===== src/cbcfg_pkg.sv =====
// Purpose: Shared constants for the card bridge configuration header slice
// Assumes: Configuration offsets are byte addresses, accessed as dwords
// Notes:   Dword index is the byte offset shifted right by two
package cbcfg_pkg;
  localparam int CFG_IDX_W = 6;
  localparam logic [7:0] OFF_CACHE_LINE = 8'h0c;
  localparam logic [7:0] OFF_LAT_LIMIT  = 8'h0d;
  localparam logic [7:0] OFF_HDR_TYPE   = 8'h0e;
  localparam logic [7:0] OFF_SELF_TEST  = 8'h0f;
  localparam logic [7:0] OFF_SOCK_BASE  = 8'h10;
  localparam logic [7:0] OFF_CAP_PTR    = 8'h14;
  localparam logic [7:0] OFF_CARD_STAT  = 8'h16;
  localparam logic [7:0] OFF_HDR_LAST   = 8'h7f;
  localparam logic [7:0] OFF_EXT_FIRST  = 8'h80;
  localparam logic [5:0] IDX_MISC       = 6'h03;
  localparam logic [5:0] IDX_BASE       = 6'h04;
  localparam logic [5:0] IDX_CAPSTAT    = 6'h05;
  localparam logic [7:0]  RST_CACHE_LINE = 8'h00;
  localparam logic [7:0]  RST_LAT_LIMIT  = 8'h00;
  localparam logic [7:0]  VAL_HDR_TYPE   = 8'h82;
  localparam logic [7:0]  VAL_SELF_TEST  = 8'h00;
  localparam logic [19:0] RST_SOCK_BASE  = 20'h00000;
  localparam logic [7:0]  VAL_CAP_PTR    = 8'ha0;
  localparam logic [15:0] RST_CARD_STAT  = 16'h0200;
  localparam int BASE_LSB = 12;
  localparam logic [11:0] WIN_LEGACY_OFF = 12'h800;
  localparam int ST_PARITY = 15;
  localparam int ST_SERR   = 14;
  localparam int ST_MABORT = 13;
  localparam int ST_TA_REC = 12;
  localparam int ST_TA_SIG = 11;
  localparam int ST_DPAR   = 8;
  localparam logic [1:0]  VAL_SELECT_TIMING = 2'h1;
  localparam logic [15:0] STAT_CLR_MASK     = 16'hf900;
  localparam logic [7:0]  LAT_MAX           = 8'hff;
endpackage


===== src/cbcfg_lat_timer.sv =====
// Purpose: Initiator latency counter with grant-driven termination
// Assumes: Grant input is already synchronised, active low
// Notes:   Counter saturates so a long burst cannot wrap back under the limit
`timescale 1ns/100ps
module cbcfg_lat_timer
  import cbcfg_pkg::*;
(
  input  wire logic       clk,
  input  wire logic       rst_n,
  input  wire logic       frame_start,
  input  wire logic       xfer_done,
  input  wire logic [7:0] limit,
  input  wire logic       gnt_n_sync,
  output logic            expired,
  output logic            end_req
);
  typedef enum logic [2:0] {
    LT_IDLE  = 3'b001,
    LT_COUNT = 3'b010,
    LT_EXPD  = 3'b100
  } cbcfg_lat_state_t;

  cbcfg_lat_state_t state_q;
  cbcfg_lat_state_t state_d;
  logic [7:0]       count_q;
  logic [7:0]       count_d;
  logic             end_d;
  logic             end_q;
  wire              hit_limit = (count_q >= limit);

  always_comb
  begin
    state_d = state_q;
    count_d = count_q;
    end_d   = 1'b0;
    unique case (state_q)
      LT_IDLE:
      begin
        if (frame_start)
        begin
          count_d = 8'h00;
          state_d = LT_COUNT;
        end
      end
      LT_COUNT:
      begin
        if (xfer_done)
          state_d = LT_IDLE;
        else if (hit_limit)
          state_d = LT_EXPD;
        else if (count_q != LAT_MAX)
          count_d = count_q + 8'h01;
      end
      LT_EXPD:
      begin
        if (xfer_done)
          state_d = LT_IDLE;
        else if (gnt_n_sync)
        begin
          end_d   = 1'b1;
          state_d = LT_IDLE;
        end
      end
    endcase
  end

  always_ff @(posedge clk or negedge rst_n)
  begin
    if (!rst_n)
    begin
      state_q <= LT_IDLE;
      count_q <= 8'h00;
      end_q   <= 1'b0;
    end
    else
    begin
      state_q <= state_d;
      count_q <= count_d;
      end_q   <= end_d;
    end
  end

  // One-hot expiry bit, so the output comes straight from a flop
  assign expired = state_q[2];
  assign end_req = end_q;

  end_on_gnt_a: assert property (@(posedge clk) disable iff (!rst_n)
    (state_q == LT_EXPD && gnt_n_sync && !xfer_done) |=> end_q)
    else $error("Expired timer did not end transfer on grant loss");
  no_early_end_a: assert property (@(posedge clk) disable iff (!rst_n)
    end_q |-> $past(state_q) == LT_EXPD)
    else $error("Transfer ended before timer expiry");
  count_zero_a: assert property (@(posedge clk) disable iff (!rst_n)
    (state_q == LT_IDLE && frame_start) |=> count_q == 8'h00)
    else $error("Latency count not restarted at frame");
  cover_expiry_c: cover property (@(posedge clk) disable iff (!rst_n) end_q);
endmodule


===== src/cbcfg_header.sv =====
// Purpose: Configuration header slice 0Ch..17h of a card bridge function
// Assumes: Config port and event inputs on core_clk; card pins and grant are async
// Notes:   Config read data is returned one cycle after the request
// Behaviour
// - Cache line size at 0Ch: 8-bit read/write, resets to zero.
// - Latency count restarts at zero on frame start while idle, counts clocks toward 0Dh limit.
// - Expired latency count ends the current transfer once grant is removed.
// - Header type at 0Eh always reads 82h; writes ignored.
// - Offsets to 7Fh form the standard header; 80h..FFh are extension space.
// - Self-test register at 0Fh always reads zero.
// - Socket base at 10h: bits 31..12 writable, bits 11..0 read zero.
// - Writing all ones to socket base reads back FFFFF000h.
// - Socket window maps socket registers at 000h, legacy registers at 800h.
// - Capability pointer at 14h reads A0h.
// - Card status flags clear only on write-one; register resets to 0200h.
// - Bit 15 sets on card-side address or data parity error.
// - Bit 14 sets when a card signals system error; never driven here.
// - Bit 13 sets when own card cycle ends in master abort.
// - Bit 12 sets when own card cycle is target aborted.
// - Bit 11 sets when this bridge target-aborts a card transaction.
// - Bits 10..9 read fixed 01b, medium select timing.
// - Bit 8 sets on card parity report while master with response enabled.
// - Bits 7, 6 and 5 read zero.
// - Reserved bits 4..0 read zero.
`timescale 1ns/100ps
module cbcfg_header
  import cbcfg_pkg::*;
(
  input  wire logic        core_clk,
  input  wire logic        reset_n,
  input  wire logic        cfg_req,
  input  wire logic        cfg_we,
  input  wire logic [7:0]  cfg_addr,
  input  wire logic [3:0]  cfg_be,
  input  wire logic [31:0] cfg_wdata,
  output logic [31:0]      cfg_rdata,
  output logic             cfg_ack,
  output logic             cfg_hdr_hit,
  output logic             cfg_ext_hit,
  input  wire logic        mem_req,
  input  wire logic [31:0] mem_addr,
  output logic             sock_reg_hit,
  output logic             legacy_reg_hit,
  input  wire logic        init_frame_start,
  input  wire logic        init_xfer_done,
  input  wire logic        bus_gnt_n,
  output logic             init_lat_expired,
  output logic             init_end_req,
  input  wire logic        card_addr_par_err,
  input  wire logic        card_data_par_err,
  input  wire logic        card_serr_n,
  input  wire logic        card_perr_n,
  input  wire logic        card_master_dphase,
  input  wire logic        parity_resp_en,
  input  wire logic        own_master_abort,
  input  wire logic        own_target_abort_rx,
  input  wire logic        own_target_abort_tx,
  output logic             card_serr_out,
  output logic             card_serr_oe,
  output logic [7:0]       cache_line_size,
  output logic [31:0]      socket_base
);
  logic        rst_meta_q;
  logic        rst_n_q;
  logic [2:0]  pin_meta_q;
  logic [2:0]  pin_sync_q;
  logic [7:0]  cls_q;
  logic [7:0]  lat_q;
  logic [19:0] base_q;
  logic [15:0] stat_q;
  logic [15:0] stat_d;
  logic [31:0] rdata_q;
  logic        ack_q;
  logic        hdr_hit_q;
  logic        ext_hit_q;
  logic        sock_hit_q;
  logic        leg_hit_q;
  logic        serr_drv_q;
  logic        lat_expired;
  logic        lat_end;
  logic [5:0]  rd_idx_q;
  logic        rd_was_q;

  // Reset release through two flops, assert stays asynchronous
  always_ff @(posedge core_clk or negedge reset_n)
  begin
    if (!reset_n)
    begin
      rst_meta_q <= 1'b0;
      rst_n_q    <= 1'b0;
    end
    else
    begin
      rst_meta_q <= 1'b1;
      rst_n_q    <= rst_meta_q;
    end
  end

  // Card pins and grant: only the second stage is used below
  wire [2:0] pin_raw = {bus_gnt_n, card_perr_n, card_serr_n};
  always_ff @(posedge core_clk or negedge rst_n_q)
  begin
    if (!rst_n_q)
    begin
      pin_meta_q <= 3'h7;
      pin_sync_q <= 3'h7;
    end
    else
    begin
      pin_meta_q <= pin_raw;
      pin_sync_q <= pin_meta_q;
    end
  end
  wire serr_seen = ~pin_sync_q[0];
  wire perr_seen = ~pin_sync_q[1];
  wire gnt_n_s   = pin_sync_q[2];

  // Address decode
  wire [5:0] idx      = cfg_addr[7:2];
  wire       wr       = cfg_req && cfg_we;
  wire       in_hdr   = (cfg_addr <= OFF_HDR_LAST);
  wire       in_ext   = (cfg_addr >= OFF_EXT_FIRST);
  wire       wr_misc  = wr && (idx == IDX_MISC);
  wire       wr_base  = wr && (idx == IDX_BASE);
  wire       wr_stat  = wr && (idx == IDX_CAPSTAT);

  // Per-bit status write-one-to-clear, sets win over clears
  wire [15:0] clr_bits = wr_stat ?
    (cfg_wdata[31:16] & {{8{cfg_be[3]}}, {8{cfg_be[2]}}} & STAT_CLR_MASK) : 16'h0000;
  wire [15:0] set_bits;
  assign set_bits[ST_PARITY] = card_addr_par_err || card_data_par_err;
  assign set_bits[ST_SERR]   = serr_seen;
  assign set_bits[ST_MABORT] = own_master_abort;
  assign set_bits[ST_TA_REC] = own_target_abort_rx;
  assign set_bits[ST_TA_SIG] = own_target_abort_tx;
  assign set_bits[ST_DPAR]   = perr_seen && card_master_dphase && parity_resp_en;
  assign set_bits[10:9]      = 2'h0;
  assign set_bits[7:0]       = 8'h00;

  genvar g;
  generate
    for (g = 0; g < 16; g++)
    begin : g_stat
      if (STAT_CLR_MASK[g])
      begin : g_flag
        assign stat_d[g] = set_bits[g] | (stat_q[g] & ~clr_bits[g]);
      end
      else
      begin : g_fixed
        assign stat_d[g] = RST_CARD_STAT[g];
      end
    end
  endgenerate

  // Read data assembly
  wire [31:0] rd_misc = {VAL_SELF_TEST, VAL_HDR_TYPE, lat_q, cls_q};
  wire [31:0] rd_base = {base_q, 12'h000};
  wire [31:0] rd_cap  = {stat_q, 8'h00, VAL_CAP_PTR};
  wire [31:0] rd_mux  = (idx == IDX_MISC)    ? rd_misc :
                        (idx == IDX_BASE)    ? rd_base :
                        (idx == IDX_CAPSTAT) ? rd_cap  : 32'h00000000;

  // Socket window decode
  wire win_hit  = mem_req && (mem_addr[31:BASE_LSB] == base_q);
  wire win_leg  = (mem_addr[11:0] >= WIN_LEGACY_OFF);

  always_ff @(posedge core_clk or negedge rst_n_q)
  begin
    if (!rst_n_q)
    begin
      cls_q <= RST_CACHE_LINE;
      lat_q <= RST_LAT_LIMIT;
    end
    else if (wr_misc)
    begin
      if (cfg_be[0])
        cls_q <= cfg_wdata[7:0];
      if (cfg_be[1])
        lat_q <= cfg_wdata[15:8];
    end
  end

  // Byte 1 holds only bits 15..12; the low nibble is hardwired zero
  always_ff @(posedge core_clk or negedge rst_n_q)
  begin
    if (!rst_n_q)
      base_q <= RST_SOCK_BASE;
    else if (wr_base)
    begin
      if (cfg_be[1])
        base_q[3:0] <= cfg_wdata[15:12];
      if (cfg_be[2])
        base_q[11:4] <= cfg_wdata[23:16];
      if (cfg_be[3])
        base_q[19:12] <= cfg_wdata[31:24];
    end
  end

  always_ff @(posedge core_clk or negedge rst_n_q)
  begin
    if (!rst_n_q)
      stat_q <= RST_CARD_STAT;
    else
      stat_q <= stat_d;
  end

  always_ff @(posedge core_clk or negedge rst_n_q)
  begin
    if (!rst_n_q)
    begin
      rdata_q   <= 32'h00000000;
      ack_q     <= 1'b0;
      hdr_hit_q <= 1'b0;
      ext_hit_q <= 1'b0;
      rd_idx_q  <= 6'h00;
      rd_was_q  <= 1'b0;
    end
    else
    begin
      rdata_q   <= (cfg_req && !cfg_we) ? rd_mux : 32'h00000000;
      ack_q     <= cfg_req;
      hdr_hit_q <= cfg_req && in_hdr;
      ext_hit_q <= cfg_req && in_ext;
      rd_idx_q  <= idx;
      rd_was_q  <= cfg_req && !cfg_we;
    end
  end

  always_ff @(posedge core_clk or negedge rst_n_q)
  begin
    if (!rst_n_q)
    begin
      sock_hit_q <= 1'b0;
      leg_hit_q  <= 1'b0;
      serr_drv_q <= 1'b0;
    end
    else
    begin
      sock_hit_q <= win_hit && !win_leg;
      leg_hit_q  <= win_hit && win_leg;
      serr_drv_q <= 1'b0;
    end
  end

  cbcfg_lat_timer cbcfg_lat_timer_i (
    .clk         (core_clk),
    .rst_n       (rst_n_q),
    .frame_start (init_frame_start),
    .xfer_done   (init_xfer_done),
    .limit       (lat_q),
    .gnt_n_sync  (gnt_n_s),
    .expired     (lat_expired),
    .end_req     (lat_end)
  );

  // Expiry flag is a state-register decode inside the timer
  assign cfg_rdata        = rdata_q;
  assign cfg_ack          = ack_q;
  assign cfg_hdr_hit      = hdr_hit_q;
  assign cfg_ext_hit      = ext_hit_q;
  assign sock_reg_hit     = sock_hit_q;
  assign legacy_reg_hit   = leg_hit_q;
  assign init_lat_expired = lat_expired;
  assign init_end_req     = lat_end;
  assign card_serr_out    = serr_drv_q;
  assign card_serr_oe     = serr_drv_q;
  assign cache_line_size  = cls_q;
  assign socket_base      = {base_q, 12'h000};

  cls_write_a: assert property (@(posedge core_clk) disable iff (!rst_n_q)
    (wr_misc && cfg_be[0]) |=> cls_q == $past(cfg_wdata[7:0]))
    else $error("Cache line size not written");
  lat_write_a: assert property (@(posedge core_clk) disable iff (!rst_n_q)
    (wr_misc && cfg_be[1]) |=> lat_q == $past(cfg_wdata[15:8]))
    else $error("Latency limit not written");
  misc_hold_a: assert property (@(posedge core_clk) disable iff (!rst_n_q)
    !wr_misc |=> $stable(cls_q) && $stable(lat_q))
    else $error("Byte registers changed without a write");
  hdr_const_a: assert property (@(posedge core_clk) disable iff (!rst_n_q)
    (rd_was_q && rd_idx_q == IDX_MISC) |-> cfg_rdata[31:16] == 16'h0082)
    else $error("Header type or self-test read wrong");
  base_low_a: assert property (@(posedge core_clk) disable iff (!rst_n_q)
    (rd_was_q && rd_idx_q == IDX_BASE) |-> cfg_rdata[11:0] == 12'h000)
    else $error("Socket base low bits not zero");
  base_hold_a: assert property (@(posedge core_clk) disable iff (!rst_n_q)
    !wr_base |=> $stable(socket_base))
    else $error("Socket base changed without a write");
  base_ones_a: assert property (@(posedge core_clk) disable iff (!rst_n_q)
    (wr_base && cfg_be == 4'hf && cfg_wdata == 32'hffffffff) |=> socket_base == 32'hfffff000)
    else $error("All-ones write did not size to 4K");
  cap_ptr_a: assert property (@(posedge core_clk) disable iff (!rst_n_q)
    (rd_was_q && rd_idx_q == IDX_CAPSTAT) |-> cfg_rdata[15:0] == 16'h00a0)
    else $error("Capability pointer read wrong");
  stat_fixed_a: assert property (@(posedge core_clk) disable iff (!rst_n_q)
    stat_q[10:0] == {2'h1, stat_q[8], 8'h00})
    else $error("Fixed status bits changed");
  set_wins_a: assert property (@(posedge core_clk) disable iff (!rst_n_q)
    own_master_abort |=> stat_q[ST_MABORT])
    else $error("Master abort flag lost");
  clear_hold_a: assert property (@(posedge core_clk) disable iff (!rst_n_q)
    (stat_q[ST_TA_SIG] && !(wr_stat && cfg_be[3] && cfg_wdata[27])) |=> stat_q[ST_TA_SIG])
    else $error("Status flag cleared without a one");
  clear_one_a: assert property (@(posedge core_clk) disable iff (!rst_n_q)
    (wr_stat && cfg_be[3] && cfg_wdata[31] && !set_bits[ST_PARITY]) |=> !stat_q[ST_PARITY])
    else $error("Parity flag not cleared by one");
  serr_pin_a: assert property (@(posedge core_clk) disable iff (!rst_n_q)
    $fell(card_serr_n) |-> ##[3:4] stat_q[ST_SERR])
    else $error("Card system error not recorded");
  serr_quiet_a: assert property (@(posedge core_clk) disable iff (!rst_n_q)
    !card_serr_oe)
    else $error("Card system error driven");
  dpar_cond_a: assert property (@(posedge core_clk) disable iff (!rst_n_q)
    $rose(stat_q[ST_DPAR]) |-> $past(parity_resp_en) && $past(card_master_dphase))
    else $error("Data parity flag set without conditions");
  par_set_a: assert property (@(posedge core_clk) disable iff (!rst_n_q)
    (card_addr_par_err || card_data_par_err) |=> stat_q[ST_PARITY])
    else $error("Parity error flag not set");
  ta_rx_a: assert property (@(posedge core_clk) disable iff (!rst_n_q)
    own_target_abort_rx |=> stat_q[ST_TA_REC])
    else $error("Received target abort not recorded");
  ta_tx_a: assert property (@(posedge core_clk) disable iff (!rst_n_q)
    own_target_abort_tx |=> stat_q[ST_TA_SIG])
    else $error("Signalled target abort not recorded");
  ext_dec_a: assert property (@(posedge core_clk) disable iff (!rst_n_q)
    (cfg_req && cfg_addr[7]) |=> cfg_ext_hit && !cfg_hdr_hit)
    else $error("Extension space misdecoded");
  hit_pair_a: assert property (@(posedge core_clk) disable iff (!rst_n_q)
    cfg_req |=> cfg_ack && (cfg_hdr_hit != cfg_ext_hit))
    else $error("Config access not claimed by one space");
  win_split_a: assert property (@(posedge core_clk) disable iff (!rst_n_q)
    (win_hit && mem_addr[11]) |=> legacy_reg_hit && !sock_reg_hit)
    else $error("Legacy window misdecoded");
  win_miss_a: assert property (@(posedge core_clk) disable iff (!rst_n_q)
    (mem_req && mem_addr[31:BASE_LSB] != base_q) |=> !sock_reg_hit && !legacy_reg_hit)
    else $error("Socket window hit outside its base");

  cfg_read_c: cover property (@(posedge core_clk) disable iff (!rst_n_q)
    rd_was_q && rd_idx_q == IDX_CAPSTAT && cfg_rdata[31]);
  set_clear_c: cover property (@(posedge core_clk) disable iff (!rst_n_q)
    wr_stat && set_bits[ST_MABORT] && clr_bits[ST_MABORT]);
  sock_hit_c: cover property (@(posedge core_clk) disable iff (!rst_n_q)
    sock_reg_hit ##1 legacy_reg_hit);
  lat_end_c: cover property (@(posedge core_clk) disable iff (!rst_n_q) init_end_req);
endmodule


===== config.mk =====
export PLATFORM = sky130hd
export DESIGN_NAME = cbcfg_header
export DESIGN_NICKNAME = d
export VERILOG_FILES = /design/src/cbcfg_pkg.sv /design/src/cbcfg_lat_timer.sv /design/src/cbcfg_header.sv
export SDC_FILE = /design/constraint.sdc
export NUM_CORES = 1
export LEC_CHECK = 0
export ABC_CLOCK_PERIOD_IN_PS = 3250
export BUFFER_PORTS_ARGS = -buffer_cell sky130_fd_sc_hd__buf_2
export CORE_MARGIN = 5
export CORE_UTILIZATION = 28
export DETAILED_ROUTE_END_ITERATION = 6
export PLACE_DENSITY = 0.53
export REMOVE_ABC_BUFFERS = 1
export SLEW_MARGIN = 40
export SYNTH_ARGS = -nofsm -noshare
export SYNTH_HDL_FRONTEND = slang
export SYNTH_SLANG_ARGS = --single-unit

===== constraint.sdc =====
create_clock -name core_clk -period 3.25 [get_ports core_clk]
set_clock_uncertainty 0.1 [all_clocks]
set_input_delay 0.325 -clock core_clk [delete_from_list [all_inputs] [get_ports core_clk]]
set_output_delay 0.325 -clock core_clk [all_outputs]
set_load 0.02 [all_outputs]

==> flow_summary.json <==
{
  "routabilityCongestion": 0.767,
  "ys_ff_latch": 99,
  "grt_overflow": 0,
  "fin_area_um2": 5650,
  "num_vias": 3208,
  "path_clk_slew_ns": 0.07,
  "synth_common_cells": "dfrtp_1, nand2_1, mux2_2",
  "crit_chain": "inv_1 -> ha_1 -> nand2b_1 -> a2111oi_2 -> o211ai_4 -> nor2_8 -> mux2i_1",
  "grt_pass1_vias": 3292,
  "finalPower_uw": 2970,
  "initial_utilization_pct": 28.6,
  "slew_headroom_pct": 45.9,
  "grt_use_total_pct": 12.3,
  "syn_area_per_cell_um2": 12.4,
  "wl_per_cell_um": 15.6,
  "rsz0062_at_grt": "no",
  "syn_inst": 350,
  "synth_edf_count": 0,
  "p_leak_uw": 0.00287,
  "io_buffers": 146,
  "diodes": 0,
  "vias_per_cell": 4.58,
  "cp-end-kind": "flip-flop",
  "slowest_delay_ns": 0.49,
  "cts_root_buffer": "clkbuf_16",
  "drive_gt1_share_pct": 42.5,
  "cts_buffer_depth": 2,
  "setup_viol": 0,
  "timing.final.crit_share_pct": 69.1,
  "finalNetCount": 611,
  "tightest_slew_ns": 0.810,
  "placedInstanceArea_um2": 5300,
  "drv_cap": 0,
  "antenna_left": 0,
  "hpwl_um": 8590,
  "netlist_area_um2": 4350,
  "slowest_stage": "a2111oi_2",
  "hold_violations": 0,
  "die_h_um": 135,
  "io_pins": 174,
  "grt_first_pass_wirelength_um": 17300,
  "rows": 45,
  "synth_most_common_cell": "dfrtp_1",
  "slew_viol_final": 0,
  "finalCriticalPeriod_ns": 2.25,
  "detail_route.drc_violations": 0,
  "place_inst": 682,
  "cts_resized": 0,
  "r2r_setup_slack_ns": 1.00,
  "area_delta_synth_final_pct": 29.9,
  "fin_tns_setup_ns": 0,
  "fill_cells": 1531,
  "insertion_delay_ns": 0.34,
  "htree_levels": 3,
  "grt_max_degree": 40,
  "finalWirelength_um": 11000,
  "antenna_found_initial": 1,
  "fmax_mhz": 445,
  "yosys.area.top_type_share_pct": 52.9,
  "core_um2": 15200,
  "async_flop_share_pct": 100,
  "dr.pass1.iters": 4,
  "status": "finished, final reports clean",
  "yosysWarningCount": 0,
  "ys_seq_area_share_pct": 57.2,
  "hp-class": "in -> reg",
  "cts_sinks": 99,
  "arrival_ns": 2.41,
  "detail_route.iter0.violations": 96,
  "cts_tree": "yes",
  "path_class": "reg -> reg",
  "post_synth_num_cell_types": 50,
  "numCtsBuffers": 9,
  "die_width_um": 135,
  "ys_top_cells_by_area": "dfrtp_1, mux2_2, dfstp_2",
  "synth_area_leader_cell": "dfrtp_1",
  "p_per_area_nw_per_um2": 526,
  "synthFlopType": "dfrtp_1",
  "critPathLaunchType": "flip-flop",
  "ir_drop_v": 0.000307,
  "die_area_um2": 18100,
  "path_max_fanout": 8,
  "fin_cells": 701,
  "cp.required_ns": 3.42
}
==> sequential cells by signal, indices dropped and copies added, names as in the netlist, 3 cells and up <==
register,count
cfg_rdata,32
base_q,20
cache_line_size,8
cbcfg_lat_timer_i.count_q,8
lat_q,8
stat_q,6
cbcfg_lat_timer_i.state_q,3
pin_meta_q,3
pin_sync_q,3
==> final cells by class <==
cell class / count / area (um^2) / share of cell area (%)
Sequential cell: 99 / 2490 / 44.1
Timing Repair Buffer: 155 / 833 / 14.7
Clock buffer: 10 / 229 / 4.05
Multi-Input combinational cell: 233 / 1740 / 30.7
Tap cell: 188 / 235 / 4.16
Inverter: 11 / 41.3 / 0.731
Clock inverter: 5 / 86.3 / 1.53
==> cells by family (layout without fill, tap and decap cells) <==
group	after synthesis	after routing	share of synthesized area, %
AOI/OAI and AO/OA	49	49	8.95
muxes	33	33	8.43
DFF	99	99	57.2
other	2	15	0.173
buffers and inverters	31	181	4.03
xor gates and xnor gates	22	22	4.43
and+or+nand+nor	105	105	14.2
adders and majority gates	9	9	2.59
==> stage by stage <==
| stage | hold slack, ns | util (%) | worst slack [ns] |
|---|---|---|---|
| finish | 0.0446 | 37.2 | 1.00 |
| global placement | 0.00975 | 34.6 | 0.848 |
| floorplan | -0.0706 | - | 0.200 |
| global route | 0.0231 | 37.2 | 0.842 |
| detailed placement | 0.0117 | 34.8 | 0.840 |
| CTS | 0.0225 | 37.2 | 0.982 |
==> report_power, final <==
group          leakage (uW)  switching, uW  internal (uW)  total, uW
registers           0.00127           73.9           1300       1370
clock network      0.000153            461            676       1140
logic               0.00144            263            198        461
==> final timing paths <==
| path | startpoint | end | cells after the start |
|---|---|---|---|
| hold / removal | mem_addr[11] | sock_reg_hit | 2 |
| max in group asynchronous | rst_n_q | cfg_rdata[19] | 2 |
| min in group asynchronous | rst_n_q | cbcfg_lat_timer_i.count_q[0] | 0 |
| setup / recovery | cbcfg_lat_timer_i.count_q[0] | cbcfg_lat_timer_i.count_q[1] | 7 |
| setup reg to reg | cbcfg_lat_timer_i.count_q[0] | cbcfg_lat_timer_i.count_q[1] | 7 |
| hold reg to reg | rst_n_q | cbcfg_lat_timer_i.count_q[0] | 0 |
==> routing by layer <==
metal	vias to the layer above	global-route usage (%)	share of wire (%)	wire length [um]
met4	2	4.30	1.2	133
met1	1566	15.5	44	4780
met2	116	19.6	48	5220
li1	1510	-	-	-
met5	-	0	0.064	7
met3	14	4.17	7.5	826
==> placed cells by master (no fill, tap or decap), types with 3 or more instances in the layout <==
cell and count:
nand3_1 10, clkbuf_16 9, buf_2 146, and2_1 15
nand2b_1 5, nor3_1 6, a21oi_1 3, mux2i_1 4
conb_1 15, a211o_1 5, dfstp_2 7, nand4_1 6
dfrtp_1 91, nor2_4 5, xor2_1 5, xnor2_1 17
inv_1 11, a21o_1 7, nor2_1 4, nand2_1 33
dlygate4sd3_1 4, o21ai_0 11, mux2_2 27, buf_4 3
ha_1 9, a22o_1 10
==> worst max-delay path: cells and delay by family (launching register included) <==
family                     cells  cell delay (ns)
buffers and inverters          1             0.06
AOI/OAI and AO/OA              2             0.71
muxes                          1             0.21
adders and majority gates      1             0.28
DFF                            1             0.41
and+or+nand+nor                2             0.39
==> what timing repair did <==
item                                    4_1_cts  5_1_grt
endpoints found under the setup margin        0        0
hold endpoints to repair                      5        0
hold buffers                                  4        0
setup buffers                                 0        0
(Power assumes the default switching activity.)
